--- src/lsd_map.svh ---
// Purpose: offsets, field positions and timing counts for the status display update logic
// Assumes: 100 MHz clock
// Notes: definitions only
`ifndef LSD_MAP_SVH
`define LSD_MAP_SVH

// ****************************************
// timing
// ****************************************
`define LSD_CLK_MHZ 100
`define LSD_LED_TEST_MS 1000
`define LSD_FREEZE_MS 30
`define LSD_LED_TEST_CYCLES (`LSD_LED_TEST_MS * 1000 * `LSD_CLK_MHZ)
`define LSD_FREEZE_CYCLES (`LSD_FREEZE_MS * 1000 * `LSD_CLK_MHZ)
`define LSD_SETUP_CYCLES 3
`define LSD_STROBE_CYCLES 2
`define LSD_HOLD_CYCLES 2

// ****************************************
// data line positions
// ****************************************
`define LSD_D_LINK 0
`define LSD_D_COL 1
`define LSD_D_REC 2
`define LSD_D_JABPART 3
`define LSD_D_POL 4
`define LSD_D_ADDR_LSB 5
`define LSD_D_ADDR_MSB 7

// ****************************************
// slots and masks
// ****************************************
`define LSD_SLOT_LAST 4'hd
`define LSD_MIN_USED_MASK 5'h1e
`define LSD_MAX_USED_MASK 5'h1f
`define LSD_SLOT0_MAX_MASK 5'h0e

`endif

--- src/lsd_pkg.sv ---
// Purpose: types shared by the status display update logic
// Assumes: nothing
// Notes: constants live in lsd_map.svh
package lsd_pkg;
  typedef logic [13:1] lsd_port_vec_t;
  typedef logic [4:0] lsd_stat_t;
  typedef logic [3:0] lsd_slot_t;
  typedef enum logic [1:0] {
    LSD_ST_IDLE = 2'b00,
    LSD_ST_SETUP = 2'b01,
    LSD_ST_STROBE = 2'b10,
    LSD_ST_HOLD = 2'b11
  } lsd_state_e;
endpackage

--- src/lsd_stat_mem.sv ---
// Purpose: per-slot status snapshot store, 16 words of 5 bits
// Assumes: one write and one read port, same clock
// Notes: read data come from a register, one cycle after the address
`timescale 1ns/1ns
module lsd_stat_mem (
  input wire logic clk,
  input wire logic ce,
  input wire logic wr_en,
  input wire lsd_pkg::lsd_slot_t wr_addr,
  input wire lsd_pkg::lsd_stat_t wr_data,
  input wire lsd_pkg::lsd_slot_t rd_addr,
  output lsd_pkg::lsd_stat_t rd_data
);
  import lsd_pkg::*;

  lsd_stat_t mem [0:15];
  lsd_stat_t rd_reg;

  always_ff @(posedge clk) begin
    if (ce) begin
      if (wr_en) begin
        mem[wr_addr] <= wr_data;
      end
      rd_reg <= mem[rd_addr];
    end
  end

  assign rd_data = rd_reg;
endmodule // lsd_stat_mem

--- src/lsd_display.sv ---
// Purpose: autonomous status display update for a multiport repeater
// Assumes: status inputs synchronous to clk; strobes drive external latches
// Notes: strobes idle high and pulse low while latches load
`timescale 1ns/1ns
`include "lsd_map.svh"
module lsd_display #(
  parameter int unsigned LED_TEST_CYCLES = `LSD_LED_TEST_CYCLES,
  parameter int unsigned FREEZE_CYCLES = `LSD_FREEZE_CYCLES
) (
  input wire logic clk,
  input wire logic rstn,
  input wire logic ce,
  input wire logic mode_load_n,
  input wire logic mode_cfg_max,
  input wire logic realtime_interrupt,
  input wire logic repeat_active,
  input wire logic jabber_active,
  input wire lsd_pkg::lsd_port_vec_t port_link,
  input wire lsd_pkg::lsd_port_vec_t port_col,
  input wire lsd_pkg::lsd_port_vec_t port_rec,
  input wire lsd_pkg::lsd_port_vec_t port_part,
  input wire lsd_pkg::lsd_port_vec_t port_bad_pol,
  input wire lsd_pkg::lsd_port_vec_t port_internal_tp,
  output logic [7:0] disp_data,
  output logic strobe_low_group,
  output logic strobe_high_group,
  output logic repeat_inhibit,
  output logic led_test_active
);
  import lsd_pkg::*;

  // ****************************************
  // helpers
  // ****************************************
  function automatic logic slot_is_high(input lsd_slot_t s);
    slot_is_high = s[3];
  endfunction

  function automatic lsd_slot_t slot_step(input lsd_slot_t s);
    if (s >= `LSD_SLOT_LAST) begin
      slot_step = 4'h0;
    end else begin
      slot_step = s + 4'h1;
    end
  endfunction

  // upper latches hold ports 8 to 13 and only exist in maximum mode
  function automatic logic use_high_group(input logic max_mode, input lsd_slot_t s);
    use_high_group = max_mode && slot_is_high(s);
  endfunction

  // maximum mode tags the word with its latch address
  function automatic logic [7:0] pin_word(input logic max_mode, input lsd_slot_t s, input lsd_stat_t w);
    if (max_mode) begin
      pin_word = {s[2:0], w};
    end else begin
      // minimum: col D1, rec D2, jab D3, part D4, rest idle low
      pin_word = {3'b000, w};
    end
  endfunction

  // ****************************************
  // live status per slot
  // ****************************************
  lsd_stat_t live_slot [0:15];

  // slot 0 carries the summary flags; the summary partition bit rides in
  // the polarity position so minimum mode can read it from the same word
  assign live_slot[0] = {|port_part, jabber_active, |port_rec, |port_col, 1'b0};
  assign live_slot[14] = 5'h00;
  assign live_slot[15] = 5'h00;

  genvar gi;
  generate
    for (gi = 1; gi <= 13; gi++) begin : g_slot
      // link and polarity only mean something on internal twisted pair
      assign live_slot[gi] = {port_bad_pol[gi] & port_internal_tp[gi],
                              port_part[gi],
                              port_rec[gi],
                              port_col[gi],
                              port_link[gi] & port_internal_tp[gi]};
    end
  endgenerate

  // ****************************************
  // mode capture and indicator test
  // ****************************************
  logic max_mode_reg, max_mode_next;
  logic mode_load_n_prev_reg, mode_load_n_prev_next;
  logic test_active_reg, test_active_next;
  logic [31:0] test_cnt_reg, test_cnt_next;

  always_comb begin
    max_mode_next = max_mode_reg;
    mode_load_n_prev_next = mode_load_n;
    test_active_next = test_active_reg;
    test_cnt_next = test_cnt_reg;
    // mode bit follows the pin for as long as mode load is held low
    if (!mode_load_n) begin
      max_mode_next = mode_cfg_max;
      test_active_next = 1'b0;
      test_cnt_next = 32'h0;
    end else if (!mode_load_n_prev_reg) begin
      test_active_next = 1'b1;
      test_cnt_next = 32'h0;
    end else if (test_active_reg) begin
      if (test_cnt_reg >= LED_TEST_CYCLES - 1) begin
        test_active_next = 1'b0;
      end else begin
        test_cnt_next = test_cnt_reg + 32'h1;
      end
    end
  end

  always_ff @(posedge clk) begin
    if (!rstn) begin
      max_mode_reg <= 1'b0;
      mode_load_n_prev_reg <= 1'b1;
      test_active_reg <= 1'b0;
      test_cnt_reg <= 32'h0;
    end else if (ce) begin
      max_mode_reg <= max_mode_next;
      mode_load_n_prev_reg <= mode_load_n_prev_next;
      test_active_reg <= test_active_next;
      test_cnt_reg <= test_cnt_next;
    end
  end

  // repetition is held off during the test
  assign repeat_inhibit = test_active_reg;
  assign led_test_active = test_active_reg;

  // ****************************************
  // activity stretch
  // ****************************************
  logic rep_prev_reg, rep_prev_next;
  logic frozen_reg, frozen_next;
  logic [31:0] freeze_cnt_reg, freeze_cnt_next;

  always_comb begin
    rep_prev_next = repeat_active;
    frozen_next = frozen_reg;
    freeze_cnt_next = freeze_cnt_reg;
    if (repeat_active) begin
      frozen_next = 1'b0;
      freeze_cnt_next = 32'h0;
    end else if (rep_prev_reg) begin
      frozen_next = 1'b1;
      freeze_cnt_next = 32'h0;
    end else if (frozen_reg) begin
      if (freeze_cnt_reg >= FREEZE_CYCLES - 1) begin
        frozen_next = 1'b0;
      end else begin
        freeze_cnt_next = freeze_cnt_reg + 32'h1;
      end
    end
  end

  always_ff @(posedge clk) begin
    if (!rstn) begin
      rep_prev_reg <= 1'b0;
      frozen_reg <= 1'b0;
      freeze_cnt_reg <= 32'h0;
    end else if (ce) begin
      rep_prev_reg <= rep_prev_next;
      frozen_reg <= frozen_next;
      freeze_cnt_reg <= freeze_cnt_next;
    end
  end

  // ****************************************
  // snapshot writer
  // ****************************************
  lsd_slot_t wr_slot_reg, wr_slot_next;
  logic snap_we;

  // the falling edge of activity is seen one cycle late, so the last
  // live word written is the one present as the packet ended
  assign snap_we = !frozen_reg && !rep_prev_reg ? 1'b1 : !frozen_reg;

  always_comb begin
    wr_slot_next = slot_step(wr_slot_reg);
  end

  always_ff @(posedge clk) begin
    if (!rstn) begin
      wr_slot_reg <= 4'h0;
    end else if (ce) begin
      wr_slot_reg <= wr_slot_next;
    end
  end

  lsd_slot_t rd_slot;
  lsd_stat_t rd_stat;

  lsd_stat_mem u_mem (
    .clk(clk),
    .ce(ce),
    .wr_en(snap_we),
    .wr_addr(wr_slot_reg),
    .wr_data(live_slot[wr_slot_reg]),
    .rd_addr(rd_slot),
    .rd_data(rd_stat)
  );

  // ****************************************
  // display scanner
  // ****************************************
  // one slot: idle, three setup, two strobe and two hold phases
  lsd_state_e state_reg, state_next;
  lsd_slot_t slot_reg, slot_next;
  logic [1:0] phase_reg, phase_next;
  lsd_stat_t shown;

  assign rd_slot = slot_reg;

  // test forces every used line on, otherwise the snapshot word
  always_comb begin
    if (!max_mode_reg) begin
      shown = test_active_reg ? `LSD_MIN_USED_MASK : (rd_stat & `LSD_MIN_USED_MASK);
    end else if (slot_reg == 4'h0) begin
      shown = test_active_reg ? `LSD_SLOT0_MAX_MASK : (rd_stat & `LSD_SLOT0_MAX_MASK);
    end else begin
      shown = test_active_reg ? `LSD_MAX_USED_MASK : rd_stat;
    end
  end

  always_comb begin
    state_next = state_reg;
    slot_next = slot_reg;
    phase_next = phase_reg;
    case (state_reg)
      LSD_ST_IDLE: begin
        phase_next = 2'h0;
        // checked only here, so a slot already in flight completes
        if (!realtime_interrupt) begin
          state_next = LSD_ST_SETUP;
        end
      end
      LSD_ST_SETUP: begin
        phase_next = phase_reg + 2'h1;
        if (phase_reg == 2'(`LSD_SETUP_CYCLES - 1)) begin
          state_next = LSD_ST_STROBE;
          phase_next = 2'h0;
        end
      end
      LSD_ST_STROBE: begin
        phase_next = phase_reg + 2'h1;
        if (phase_reg == 2'(`LSD_STROBE_CYCLES - 1)) begin
          state_next = LSD_ST_HOLD;
          phase_next = 2'h0;
        end
      end
      LSD_ST_HOLD: begin
        // word stays put through hold, past the strobe's rising edge
        phase_next = phase_reg + 2'h1;
        if (phase_reg == 2'(`LSD_HOLD_CYCLES - 1)) begin
          state_next = LSD_ST_IDLE;
          phase_next = 2'h0;
          slot_next = max_mode_reg ? slot_step(slot_reg) : 4'h0;
        end
      end
      default: begin
        state_next = LSD_ST_IDLE;
        phase_next = 2'h0;
      end
    endcase
  end

  always_ff @(posedge clk) begin
    if (!rstn) begin
      state_reg <= LSD_ST_IDLE;
      slot_reg <= 4'h0;
      phase_reg <= 2'h0;
    end else if (ce) begin
      state_reg <= state_next;
      slot_reg <= slot_next;
      phase_reg <= phase_next;
    end
  end

  // ****************************************
  // pin drivers
  // ****************************************
  logic [7:0] data_reg, data_next;
  logic strl_reg, strl_next;
  logic strh_reg, strh_next;
  logic load_word;
  logic strobe_due;

  // word settles a full phase before the latch opens
  assign load_word = (state_reg == LSD_ST_SETUP) && (phase_reg == 2'h1);
  // strobe follows the next state, so it spans exactly the strobe phases
  assign strobe_due = (state_next == LSD_ST_STROBE);

  // word only moves in setup, never under a strobe
  always_comb begin
    data_next = data_reg;
    if (load_word) begin
      data_next = pin_word(max_mode_reg, slot_reg, shown);
    end
  end

  always_ff @(posedge clk) begin
    if (!rstn) begin
      data_reg <= 8'h00;
    end else if (ce) begin
      data_reg <= data_next;
    end
  end

  // minimum mode never selects the high group, so that strobe rests at one
  always_comb begin
    strl_next = 1'b1;
    strh_next = 1'b1;
    if (strobe_due) begin
      if (use_high_group(max_mode_reg, slot_reg)) begin
        strh_next = 1'b0;
      end else begin
        strl_next = 1'b0;
      end
    end
  end

  always_ff @(posedge clk) begin
    if (!rstn) begin
      strl_reg <= 1'b1;
      strh_reg <= 1'b1;
    end else if (ce) begin
      strl_reg <= strl_next;
      strh_reg <= strh_next;
    end
  end

  // registered pins, so no combinational glitch can open a latch
  assign disp_data = data_reg;
  assign strobe_low_group = strl_reg;
  // high strobe never pulses in minimum mode, so it stays at one
  assign strobe_high_group = strh_reg;
endmodule // lsd_display

--- config.mk ---
export PLATFORM = sky130hd
export DESIGN_NAME = lsd_display
export DESIGN_NICKNAME = d
export VERILOG_FILES = /design/src/lsd_pkg.sv /design/src/lsd_stat_mem.sv /design/src/lsd_display.sv
export VERILOG_INCLUDE_DIRS = /design/src
export SDC_FILE = /design/constraint.sdc
export NUM_CORES = 1
export LEC_CHECK = 0
export BUFFER_PORTS_ARGS = -buffer_cell sky130_fd_sc_hd__buf_4
export CAP_MARGIN = 40
export CORE_AREA = 2 2 130 132
export CTS_CLUSTER_DIAMETER = 80
export DETAILED_ROUTE_END_ITERATION = 8
export DIE_AREA = 0 0 132 134
export PLACE_DENSITY = 0.84
export RECOVER_POWER = 50
export SLEW_MARGIN = 15
export SYNTH_ARGS = -nofsm -noshare
export SYNTH_HDL_FRONTEND = slang
export SYNTH_SLANG_ARGS = --single-unit
export TNS_END_PERCENT = 100
--- constraint.sdc ---
create_clock -name clk -period 2.4 [get_ports clk]
set_input_delay 0.48 -clock clk [delete_from_list [all_inputs] [get_ports clk]]
set_output_delay 0.48 -clock clk [all_outputs]
set_load 0.01 [all_outputs]
# Word level (Yosys, flattened, before mapping)

Memories as Yosys holds them, arrays and structs flattened. A register that Yosys moved wholly into a read port is not among the register bits.
Index checks and enable logic that the tools add are counted.

Flip-flop bits (word level): 91
Memory bits (writable): 80
Input port bits: 86
Memories: 1

Memory list:

| memory    | words | width | rd ports | clocked after memory_dff | wr ports | line               | source |
|---|---|---|---|---|---|---|---|
| u_mem.mem | 16    | 5     | 1        | 1                        | 1        | lsd_stat_mem.sv:16 | `lsd_stat_t mem [0:15];` |

Add/sub/neg operators: 5
$lt $le $gt $ge: 5
Equal/unequal tests: 9
Multiplexer cells: 44
Bitwise gates (word level): 28
Reductions and logical operators: 17

Operator list:

| operator                                              | number |
|---|---|
| 2-to-1 mux 32 bit                                     | 8 |
| adder 32 x 1 -> 32 bit, second input constant         | 2 |
| OR reduction 13 bit                                   | 3 |
| >= comparator 32 x 22 -> 1 bit, second input constant | 1 |
| >= comparator 32 x 27 -> 1 bit, second input constant | 1 |
| 2-to-1 mux 5 bit                                      | 6 |
| AND 1 bit                                             | 26 |
| binary-select mux 5 bit (select 4 bit)                | 1 |
| 2-to-1 mux 1 bit                                      | 16 |
| 2-to-1 mux 4 bit                                      | 4 |
| 2-to-1 mux 2 bit                                      | 6 |
| AND reduction 3 bit                                   | 3 |
| adder 4 x 1 -> 4 bit, second input constant           | 2 |
| == test 2 bit, second input constant                  | 4 |
| >= comparator 4 bit, second input constant            | 2 |
| 2-to-1 mux 8 bit                                      | 1 |
| case mux 2 bit (4 select lines)                       | 1 |
| != test 3 bit, second input constant                  | 2 |
| case mux 2 bit (3 select lines)                       | 1 |
| >= comparator 5 bit, second input constant            | 1 |
| inverter 4 -> 5 bit                                   | 1 |
| == test 2 x 1 -> 1 bit, second input constant         | 2 |
| zero test 4 bit                                       | 1 |
| AND reduction 2 bit                                   | 2 |
| other kinds (8)                                       | 11 |

# Longest topological paths before layout

Gate-level depths: netlist (run 1).

Word-level depth: 6
Depth in mapped cells: 10
Gate-level depth less buffers: 8

# Modules after synthesis

Synthesis (run 1) repeated with hierarchy kept, for this count alone.

Cells, all modules: 802
Area total of the unflattened synthesis: 8526.9 µm²

Modules (own cells, without submodules):

| module       | instances | cells an instance | area each (µm²) |
|---|---|---|---|
| lsd_display  | 1         | 646               | 5258.8 |
| lsd_stat_mem | 1         | 156               | 3268.1 |

# Worst setup path before layout (run 1)

No wires, ideal clock.

Path type: register -> register
From: reg wr_slot_reg[0]
To: mem u_mem.mem[0][1] (netlist name), data pin
Arrival time: 2.152 ns
Path slack: -0.083 ns
Stages on the path, launching flop included: 9
Period minus slack after synthesis: 2.483 ns
Path through: dfxtp_1 buf_1 inv_1 clkbuf_1 nand2_1 a21oi_1 a211oi_1 a21oi_1 o21ai_0

Word-level cells in the longest chain between the ends: 4

RTL lines:

| what                                                | line               | source |
|---|---|---|
| start: declaration                                  | lsd_display.sv:174 | `lsd_slot_t wr_slot_reg, wr_slot_next;` |
| start signal: assignment                            | lsd_display.sv:189 | `wr_slot_reg <= wr_slot_next;` |
| inverter 4 -> 5 bit (implied by the code)           | lsd_display.sv:201 | `.wr_data(live_slot[wr_slot_reg]),` |
| binary-select mux 5 bit (select 4 bit)              | lsd_display.sv:201 |  |
| 2-to-1 mux 5 bit (implied by the code) (2 in a row) | lsd_display.sv:201 |  |
| via u_mem.wr_data[1]                                | lsd_stat_mem.sv:10 | `input wire lsd_pkg::lsd_stat_t wr_data,` |
| end: declaration                                    | lsd_stat_mem.sv:16 |  |

The timed path passes the listed nets, and every way through them passes these cells. The select of a mux whose other input is x is not followed.

# Worst setup path after layout (run 1)

From: reg test_cnt_reg[13]
To: reg test_cnt_reg[13]

Word-level cells in the longest chain between the ends: 5
Elaborated cells between the ends (all ways): 8
Classes of those cells: 1 x add/sub; 1 x order compare; 1 x eq/ne; 4 x mux; 1 x reduce/logical

RTL lines:

| what                     | line               | source |
|---|---|---|
| start: declaration       | lsd_display.sv:91  | `logic [31:0] test_cnt_reg, test_cnt_next;` |
| start signal: assignment | lsd_display.sv:125 | `test_cnt_reg <= test_cnt_next;` |
| adder 32 x 1 -> 32 bit   | lsd_display.sv:110 | `test_cnt_next = test_cnt_reg + 32'h1;` |
| 2-to-1 mux 32 bit        | lsd_display.sv:107 | `if (test_cnt_reg >= LED_TEST_CYCLES - 1) begin` |
| 2-to-1 mux 32 bit        | lsd_display.sv:106 | `end else if (test_active_reg) begin` |
| 2-to-1 mux 32 bit        | lsd_display.sv:103 | `end else if (!mode_load_n_prev_reg) begin` |
| 2-to-1 mux 32 bit        | lsd_display.sv:99  | `if (!mode_load_n) begin` |

Parallel ways exist; a longest one is shown, timed or not. The select of a mux whose other input is x is not followed.
A chain may end at the register's enable or synchronous reset.

==> results of run 1 <==
## timing repair
action	CTS	global route
hold buffers	0	0
pin swaps	1	3
setup endpoints to repair	14	21
setup buffers	1	4
resized for setup	2	8
hold endpoints to repair	0	0
## worst max-delay path by stage
stage,start,to,slack (ps)
final,test_cnt_reg[13]$_SDFFE_PN0P_,test_cnt_reg[13]$_SDFFE_PN0P_,60
after global placement,port_internal_tp[5],u_mem.mem[5][0]$_DFFE_PP_,-40
after floorplan,rd_slot[0]$_SDFFE_PN0P_,u_mem.rd_data[0]$_DFFE_PP_,50
after CTS,test_cnt_reg[0]$_SDFFE_PN0P_,test_cnt_reg[24]$_SDFFE_PN0P_,0.9
after global routing,test_cnt_reg[13]$_SDFFE_PN0P_,test_cnt_reg[13]$_SDFFE_PN0P_,-70
after detailed placement,test_cnt_reg[0]$_SDFFE_PN0P_,test_cnt_reg[25]$_SDFFE_PN0P_,-50
## layout make-up
class / instances / area, um2
Fill cell: 1282 / 6050
Inverter: 18 / 67.6
Clock buffer: 17 / 425
Multi-Input combinational cell: 562 / 3920
Clock inverter: 15 / 158
Sequential cell: 176 / 4380
Tap cell: 220 / 275
Timing Repair Buffer: 141 / 1010
## routing by layer
metal,wire length [um],up-vias,global-route usage
met3,1460,58,0.0450
met5,0,-,0
met2,10700,348,0.421
met4,595,0,0.0924
li1,-,3328,-
met1,8390,3407,0.290
## cell families after synthesis
group,count (synthesis)
AOI/OAI and AO/OA,192
xor gates and xnor gates,3
adders and majority gates,10
buffers and inverters,70
DFF,176
muxes,41
and+or+nand+nor,316
## cells in the mapped netlist, types with 18 or more instances
library cell / count
dfxtp_1: 91
clkbuf_1: 38
nand3_1: 43
a21oi_1: 69
nor3_1: 24
a31oi_1: 22
o21ai_0: 44
and2_1: 28
nor4_1: 19
and3_1: 22
nand4_1: 19
nand2_1: 53
edfxtp_1: 85
nor2_1: 51
inv_1: 18
mux4_2: 33
## power by group through the flow
stage                     clock network, uW  registers (uW)  logic [uW]
after detailed placement                  0            3300         536
after global routing                   2850            3240         581
after floorplan                           0            3300         272
after global placement                    0            3300         508
final                                  2720            3240         538
after CTS                              2730            3230         541
## tightest hold or removal path, stage by stage
cell	delay [ps]
buf_4	100
mux2i_1	60
nor2_1	80
## metrics by stage
stage,total power (uW),instances,setup slack [ps],util
after CTS,6510,1145,0.852,0.629
after detailed placement,3840,1112,-54.0,0.592
after global placement,3810,1108,-42.5,0.590
final,6490,1149,57.5,0.628
after global routing,6670,1149,-70.6,0.628
after floorplan,3570,808,53.9,-
==> results_dict.tcl, run 1 <==
set metrics [dict create \
    outcome "complete, no violations" \
    yosysSeqAreaShare 0.512 \
    synth-edff-count 85 \
    viasPerCell 6.21 \
    routabilityCongestion 0.879 \
    path_clk_slew_ps 70 \
    finalCriticalPeriod_ps 2340 \
    worstReg2RegEnd "test_cnt_reg[13]$_SDFFE_PN0P_" \
    cts_tree "built" \
    cts_max_level 4 \
    cp.arrival_ps 2700 \
    syn_area_mm2 0.00855 \
    track_usage 0.238 \
    worst_r2r_startpoint "test_cnt_reg[13]$_SDFFE_PN0P_" \
    post_synth_and_or_nand_nor_area_fraction 0.201 \
    drive_above_1_share 0.227 \
    setup_tns_ps 0 \
    first_pass_iters 8 \
    post-route-drc-count 0 \
    synth_fa_ha_area_frac 0.0146 \
    drt_wl_total_um 21200 \
    postSynthCellCount 808 \
    final-setup-viol-count 0 \
    grt_pass1_wl_um 33800 \
    grt_max_degree 45 \
    synth-compound-area-share 0.139 \
    hold_end "rep_prev_reg$_SDFFE_PN0P_" \
    pwr-share-comb 0.083 \
    dp_hpwl_um 14700 \
    numPortBuffers 97 \
    clock_sinks 176 \
    maxCapViolCount 0 \
    grt_pass1_vias 6942 \
    crit_path_max_incr_delay_ps 460 \
    core_mm2 0.0163 \
    start_kind "flip-flop" \
    rr_worst_depth 8 \
    holdCritPathClass "in2reg" \
    ios 98 \
    cell_internal_pwr_uw 4850 \
    whs_path_depth 3 \
    worstSetupPathType "reg2reg" \
    final_nets 1012 \
    n_antenna_cell 0 \
    async_flop_share 0 \
    layout_commonest_cell "buf_4" \
    hold_viol 0 \
    synth_top_area_share 0.299 \
    ys_ff_latch 176 \
    r2r_slack_ps 60 \
    yosys_warnings 0 \
    pwr-share-seq 0.498 \
    post-route-period-util 0.976 \
    die_w_um 132 \
    drtIter0Drc 881 \
    start_util 0.525 \
    p_switching_uw 1640 \
    critPathMaxFanout 19 \
    cp_slowest_cell "dfxtp_1" \
    vias 7141 \
    area_growth_pct 19.8 \
    synth_mux_area_frac 0.0963 \
    antenna_found_initial 0 \
    synthXorXnorAreaFrac 0.00307 \
    final_cell_mix "buf_4 (119), dfxtp_1 (89), edfxtp_1 (85)" \
    synth.area.top_cells "edfxtp_1 (30%), dfxtp_1 (21%), mux4_2 (8.7%), a21oi_1 (4.0%), o21ai_0 (2.6%)" \
    worst_ep_required_time_ps 2760 \
    worstSetupEndpointType "flip-flop" \
    clkLatencyLatePin_ps 440 \
    synth_top_family_by_area "simple AND/OR/NAND/NOR gates" \
    hold_ws_ps 318 \
    die_h_um 134 \
    tightest_slew_ps 808 \
    cpLargestDelayFamily "simple AND/OR/NAND/NOR gates" \
    crit_cells 8 \
    final_antenna_net_count 0 \
    wl_per_cell_um 18.4 \
    total_leakage_power_uw 0.00344 \
    slew_violations 0 \
    max-vdd-ir-drop_mv 0.565 \
    syn_nets 904 \
    p_sw_frac 0.253 \
    clk_path_buf_depth 2 \
    finalClockSkew_ps 9.56 \
    max_freq_ghz 0.427 \
    synthFlopType "dfxtp_1" \
    path_cells "nand4_1, nor4_2, a211oi_2, buf_4, o21ai_1, buf_4, a21oi_1, a21oi_1" \
    final_area_mm2 0.0102 \
    largest_reg_flops 80 \
    worstHoldStart "repeat_active" \
    slew_headroom 0.456 \
    post_dp_cell_area_mm2 0.00964 \
    synth_cell_types 69 \
    root_buffer "clkbuf_16" \
    p_per_area_mw_per_mm2 634 \
    clkPwrFrac 0.419 \
    yosys.area.top_type "edfxtp_1" \
    gr-total-overflow 0 \
    cts-buffers-inserted 17 \
    avgSynthCellArea_um2 10.6 \
    rows 47 \
    worst-path-buf-inv 2 \
    dieArea_mm2 0.0177 \
]
(Power assumes the default switching activity.)
==> run 2, diff against run 1 <==
Settings changed: ABC_AREA set to 1, CORE_AREA 2 2 130 132 to 2 2 147 149, DIE_AREA 0 0 132 134 to 0 0 149 151, PLACE_DENSITY 0.84 to 0.74.
==> run 2 against run 1 <==
Clock skew up 3.9 ps. First-iteration DRC count down 27%. Final cell count up 38%. Worst hold slack better by 57 ps. Clock-buffer cell count unchanged. Sequential share of layout area down 2.6 points. Largest power group unchanged. Core utilization down 11 points. Area after synthesis up 8.9%. Routed wire length up 14%. Critical path depth up 3. Via count up 20%.
==> results_dict.tcl, run 2 <==
set metrics [dict create \
    start_kind "flip-flop" \
    drtIter0Drc 645 \
    routabilityCongestion 0.900 \
    max_freq_ghz 0.487 \
    cp_slowest_cell "dfxtp_1" \
    final_nets 1390 \
    rows 53 \
    busiest_layer "met2" \
    maxCapViolCount 0 \
    critPathMaxFanout 28 \
    drive_above_1_share 0.132 \
    crit_top_cell "nand2_2" \
    finalClockSkew_ps 13.5 \
    setup_tns_ps 0 \
    hold_viol 0 \
    rr_worst_depth 11 \
    crit_path_max_incr_delay_ps 380 \
    synth_common_cells "nor2_1 (229), nand2_1 (217), o21ai_0 (92)" \
    synth.area.top_cells "edfxtp_1 (27%), dfxtp_1 (20%), nor2_1 (9.2%), nand2_1 (8.7%), o21ai_0 (4.9%)" \
    antenna_found_initial 0 \
    syn_area_mm2 0.00931 \
    holdCritPathClass "in2reg" \
    crit_start "test_cnt_reg[0]$_SDFFE_PN0P_" \
    dieArea_mm2 0.0225 \
    cts-buffers-inserted 17 \
    cpLargestDelayFamily "simple AND/OR/NAND/NOR gates" \
    finalCriticalPeriod_ps 2050 \
    wl_per_cell_um 15.2 \
    synthFlopType "dfxtp_1" \
    drt_wl_total_um 24100 \
    clk_path_buf_depth 2 \
    met1_usage 0.267 \
    core_mm2 0.0208 \
    post-route-period-util 0.855 \
    root_buffer "clkbuf_16" \
    worstHoldStart "repeat_active" \
    ys_ff_latch 176 \
    gr-usage-met3 0.0407 \
    yosysSeqAreaShare 0.470 \
    post-synth-top-count-cell "nor2_1" \
    worst_slack_ps 347 \
    rsz0062_at_grt "no" \
    n_antenna_cell 0 \
    path_clk_slew_ps 80 \
    largest_reg_flops 80 \
    die_h_um 151 \
    gr-total-overflow 0 \
    post-route-drc-count 0 \
    synth-edff-count 85 \
    cts_setup_buffers 0 \
    cts_tree "built" \
    start_util 0.447 \
    layout_commonest_cell "nor2_1" \
    max-vdd-ir-drop_mv 0.486 \
    worst_ep_required_time_ps 2760 \
    grt_pass1_vias 8142 \
    die_w_um 149 \
    dp_hpwl_um 16900 \
    grt_pass1_wl_um 39000 \
    synth_cell_types 47 \
    viasPerCell 5.41 \
    crit_cells 11 \
    first_pass_iters 5 \
    clock_sinks 176 \
    path_cells "ha_1, nand2_2, nor2_4, nand2_4, nand2_2, nand3_1, nand2_2, nand2_4, nand2_8, nand2_2, nor3b_1" \
    total_leakage_power_uw 0.00408 \
    grt_max_degree 45 \
    grt_use_met2 0.377 \
    final-setup-viol-count 0 \
    ios 98 \
    p_per_area_mw_per_mm2 630 \
    outcome "complete, no violations" \
    vias 8561 \
    worst_r2r_startpoint "test_cnt_reg[0]$_SDFFE_PN0P_" \
    async_flop_share 0 \
    cp.arrival_ps 2420 \
    whs_path_depth 4 \
    tightest_slew_ps 686 \
    area_growth_pct 16.9 \
    pre_cts_slack_ps 380 \
    clkLatencyLatePin_ps 440 \
    avgSynthCellArea_um2 7.70 \
    worstSetupEndpointType "flip-flop" \
    worst-path-buf-inv 0 \
    syn_nets 1305 \
    numPortBuffers 97 \
    cts_max_level 4 \
    yosys.area.top_type "edfxtp_1" \
    postSynthCellCount 1209 \
    worstSetupPathType "reg2reg" \
    cts_hold_buf 0 \
    final_cell_mix "nor2_1 (229), nand2_1 (219), buf_4 (103)" \
    post_cts_resized 0 \
    synth_top_area_share 0.274 \
    track_usage 0.216 \
    slew_violations 0 \
    final_antenna_net_count 0 \
    slew_headroom 0.543 \
    yosys_warnings 0 \
]
## run 2: worst reg2reg max path, cell delays in order, from the launching register on
cell,delay [ps]
dfxtp_1,380
ha_1,280
nand2_2,110
nor2_4,150
nand2_4,100
nand2_2,70
nand3_1,80
nand2_2,90
nand2_4,190
nand2_8,250
nand2_2,120
nor3b_1,190
## run 2: cell type report
type	instances	area, um2
Sequential cell	176	4370
Clock buffer	17	425
Tap cell	275	344
Timing Repair Buffer	125	878
Clock inverter	15	225
Multi-Input combinational cell	882	4290
Fill cell	2012	9940
Inverter	92	345
## run 2: power by group
part / switching (uW) / internal, uW
logic: 390 / 229
registers: 46.1 / 3230
clock network: 1480 / 1480
total: 1920 / 4940
## run 2: final timing paths
| check | to | slack [ps] |
|---|---|---|
| worst max-delay path | test_cnt_reg[29]$_SDFFE_PN0P_ | 350 |
| worst min-delay path | freeze_cnt_reg[19]$_SDFFE_PN0P_ | 380 |
| worst max register to register | test_cnt_reg[29]$_SDFFE_PN0P_ | 350 |
| worst min register to register | freeze_cnt_reg[23]$_SDFFE_PN0P_ | 450 |
## run 2: kinds of logic (layout without fill, tap and decap cells)
kind of cell	count (synthesis)	count (layout)	share of synthesized area
adders and majority gates	10	10	0.0134
xor gates and xnor gates	13	13	0.0122
and+or+nand+nor	647	647	0.310
DFF	176	176	0.470
AOI/OAI and AO/OA	212	212	0.127
buffers and inverters	151	249	0.0680
## run 2: through the flow
step	utilization	hold WS (ps)	std cells	power, uW	instance area, um2
detailed placement	0.497	430	1550	3970	10300
global placement	0.497	429	1550	3960	10300
floorplan	-	417	1209	3690	9310
global route	0.523	365	1582	7080	10900
CTS	0.528	359	1582	6900	11000
finish	0.523	376	1582	6850	10900
## run 2: layer usage
metal	wire (um)	share of wire
met2	11900	0.49
met1	10400	0.43
met3	1250	0.052
met4	580	0.024
met5	0	0
==> run 3, diff against run 2 <==
Settings changed: CORE_AREA 2 2 147 149 to 2 2 152 154, CTS_BUF_LIST set to sky130_fd_sc_hd__clkbuf_8, DIE_AREA 0 0 149 151 to 0 0 154 156, PLACE_DENSITY 0.74 to 0.73, SYNTH_HIERARCHICAL set to 1.
==> run 3 against run 2 <==
Flip-flop and latch count unchanged. Global-route usage is 1.3 points lower. Area after synthesis rose by 6.3%. Final cell count is 9.9% higher. Clock-buffer cell count is the same. Setup slack got worse by 5.4 ps. Routed wire length grew 3.3%. Critical path depth unchanged. Sequential power hardly changed. Core utilization decreased by 2.8 points. Clock power down 32%. Total power decreased by 13%.
==> results_dict.tcl, run 3 <==
set metrics [dict create \
    syn_area_mm2 0.00990 \
    critPathMaxFanout 28 \
    root_buffer "clkbuf_8" \
    grt_max_degree 48 \
    avgSynthCellArea_um2 7.24 \
    post-route-period-util 0.858 \
    final_cell_mix "nand2_1 (335), nand3_1 (180), nor2_1 (178)" \
    finalClockSkew_ps 14.9 \
    p_per_area_mw_per_mm2 539 \
    yosys.area.top_type "edfxtp_1" \
    first_pass_iters 5 \
    slew_violations 0 \
    cp.arrival_ps 2460 \
    finalCriticalPeriod_ps 2060 \
    hold_end "frozen_reg$_SDFFE_PN0P_" \
    synth_common_cells "nand2_1 (334), nand3_1 (179), nor2_1 (178)" \
    synth_top_area_share 0.258 \
    path_clk_slew_ps 100 \
    ys_ff_latch 176 \
    cts_setup_buffers 0 \
    clk_path_buf_depth 2 \
    clkLatencyLatePin_ps 480 \
    start_kind "flip-flop" \
    worstHoldStart "repeat_active" \
    tightest_slew_ps 1220 \
    dieArea_mm2 0.0240 \
    cts_tree "built" \
    final_antenna_net_count 0 \
    area_growth_pct 11.8 \
    p_switching_uw 1700 \
    viasPerCell 5.28 \
    die_h_um 156 \
    cts_hold_buf 0 \
    n_antenna_cell 0 \
    r2r_slack_ps 340 \
    gr-usage-met3 0.0281 \
    worst_ep_required_time_ps 2800 \
    setup_tns_ps 0 \
    synth_cell_types 50 \
    maxCapViolCount 0 \
    worst_r2r_startpoint "test_cnt_reg[0]$_SDFFE_PN0P_" \
    synth-edff-count 85 \
    start_util 0.442 \
    post-synth-top-count-cell "nand2_1" \
    track_usage 0.203 \
    worstReg2RegEnd "test_cnt_reg[28]$_SDFFE_PN0P_" \
    gr-total-overflow 0 \
    async_flop_share 0 \
    drtIter0Drc 746 \
    vias 9184 \
    yosysSeqAreaShare 0.442 \
    core_mm2 0.0224 \
    numPortBuffers 97 \
    wl_per_cell_um 14.3 \
    total_leakage_power_uw 0.00448 \
    pwr-share-seq 0.551 \
    synth.area.top_cells "edfxtp_1 (26%), dfxtp_1 (18%), nand2_1 (13%), nand3_1 (9.1%), nor2_1 (6.8%)" \
    hold_viol 0 \
    grt_pass1_wl_um 39700 \
    syn_nets 1461 \
    layout_commonest_cell "nand2_1" \
    rr_worst_depth 11 \
    rsz0062_at_grt "no" \
    met1_usage 0.270 \
    grt_pass1_vias 8194 \
    outcome "complete, no violations" \
    worstSetupEndpointType "flip-flop" \
    busiest_layer "met2" \
    max_freq_ghz 0.486 \
    cell_internal_pwr_uw 4260 \
    routabilityCongestion 0.904 \
    synthFlopType "dfxtp_1" \
    drive_above_1_share 0.120 \
    clkPwrFrac 0.335 \
    pwr-share-comb 0.114 \
    p_sw_frac 0.286 \
    cts-buffers-inserted 17 \
    holdCritPathClass "in2reg" \
    die_w_um 154 \
    ios 98 \
    whs_path_depth 4 \
    fin_util 0.495 \
    final_nets 1535 \
    drt_wl_total_um 24900 \
    max-vdd-ir-drop_mv 0.317 \
    worstSetupPathType "reg2reg" \
    rows 55 \
    grt_use_met2 0.343 \
    yosys_warnings 6 \
    dp_hpwl_um 17300 \
    cts_max_level 4 \
    postSynthCellCount 1367 \
    post-route-drc-count 0 \
    post_cts_resized 0 \
    slew_headroom 0.188 \
    antenna_found_initial 0 \
    final-setup-viol-count 0 \
    clock_sinks 176 \
    largest_reg_flops 80 \
]
-- run 3: cell count changes after synthesis, sizes merged, moves of 5 or more --
| cell | change |
|---|---|
| buf | +13 |
| clkbuf | -5 |
| inv | +73 |
| nand2 | +116 |
| nand3 | +100 |
| nand4 | -14 |
| nor2 | -53 |
| nor4 | +5 |
| o21ai | -44 |
| o22ai | -20 |
| xor2 | -6 |
-- run 3: kinds of logic (layout without fill, tap and decap cells) --
kind of cell    after synthesis  in the layout  synth area share
compound gates              141            141            0.0798
xor+xnor                      5              5           0.00443
fa+ha+maj                     8              8            0.0101
buf+inv                     235            322             0.103
flops                       176            176             0.442
simple gates                802            802             0.361
-- run 3: worst max-delay path, stage by stage, from the launching register on --
cell and delay (ps):
dfxtp_1 400, ha_1 220, nand2_2 110, nor2_4 150
nand2_2 110, nand2_1 80, nand3_1 80, nand2_2 80
nand2_4 110, nand2_4 300, nand2_2 140, nor3b_1 200
-- run 3: how the worst max path moves through the flow --
stage | from | end | slack, ps | cells past startpoint
floorplan | wr_slot_reg[0]$_SDFFE_PN0P_ | u_mem/mem[0][4]$_DFFE_PP_ | 130 | 7
global placement | port_col[1] | u_mem/mem[8][1]$_DFFE_PP_ | 370 | 9
detailed placement | port_col[1] | u_mem/mem[9][1]$_DFFE_PP_ | 350 | 9
CTS | freeze_cnt_reg[0]$_SDFFE_PN0P_ | freeze_cnt_reg[20]$_SDFFE_PN0P_ | 390 | 11
global route | test_cnt_reg[0]$_SDFFE_PN0P_ | test_cnt_reg[30]$_SDFFE_PN0P_ | 80 | 11
finish | test_cnt_reg[0]$_SDFFE_PN0P_ | test_cnt_reg[28]$_SDFFE_PN0P_ | 340 | 11
-- run 3: per-stage QoR --
| step | hold WS, ps | setup WS [ps] | total power [uW] | cell area [um2] | cells |
|---|---|---|---|---|---|
| finish | 293 | 342 | 5960 | 11100 | 1739 |
| global route | 291 | 83.7 | 6190 | 11100 | 1739 |
| floorplan | 423 | 131 | 3770 | 9900 | 1367 |
| CTS | 270 | 395 | 6020 | 11200 | 1739 |
| detailed placement | 435 | 354 | 4040 | 10800 | 1707 |
| global placement | 432 | 368 | 4030 | 10800 | 1707 |
-- run 3: final cells by class --
| type | count | area, um2 |
|---|---|---|
| tap | 285 | 357 |
| inverter | 168 | 633 |
| sequential | 176 | 4370 |
| timing repair buffer | 122 | 852 |
| clock buffer | 17 | 234 |
| multi-input combinational | 956 | 4470 |
| fill | 2209 | 11300 |
| clock inverter | 15 | 140 |
-- run 3: metal layers --
layer | share of wire | up-vias
met5 | 0 | -
met4 | 0.015 | 0
met3 | 0.048 | 27
met2 | 0.49 | 242
met1 | 0.45 | 4284
li1 | - | 4631
-- run 3: power groups by stage --
stage	Sequential (uW)	Combinational (uW)	Clock (uW)
final	3280	679	2000
after global routing	3290	756	2140
after CTS	3280	686	2050
after detailed placement	3350	684	0
after global placement	3350	676	0
after floorplan	3340	428	0
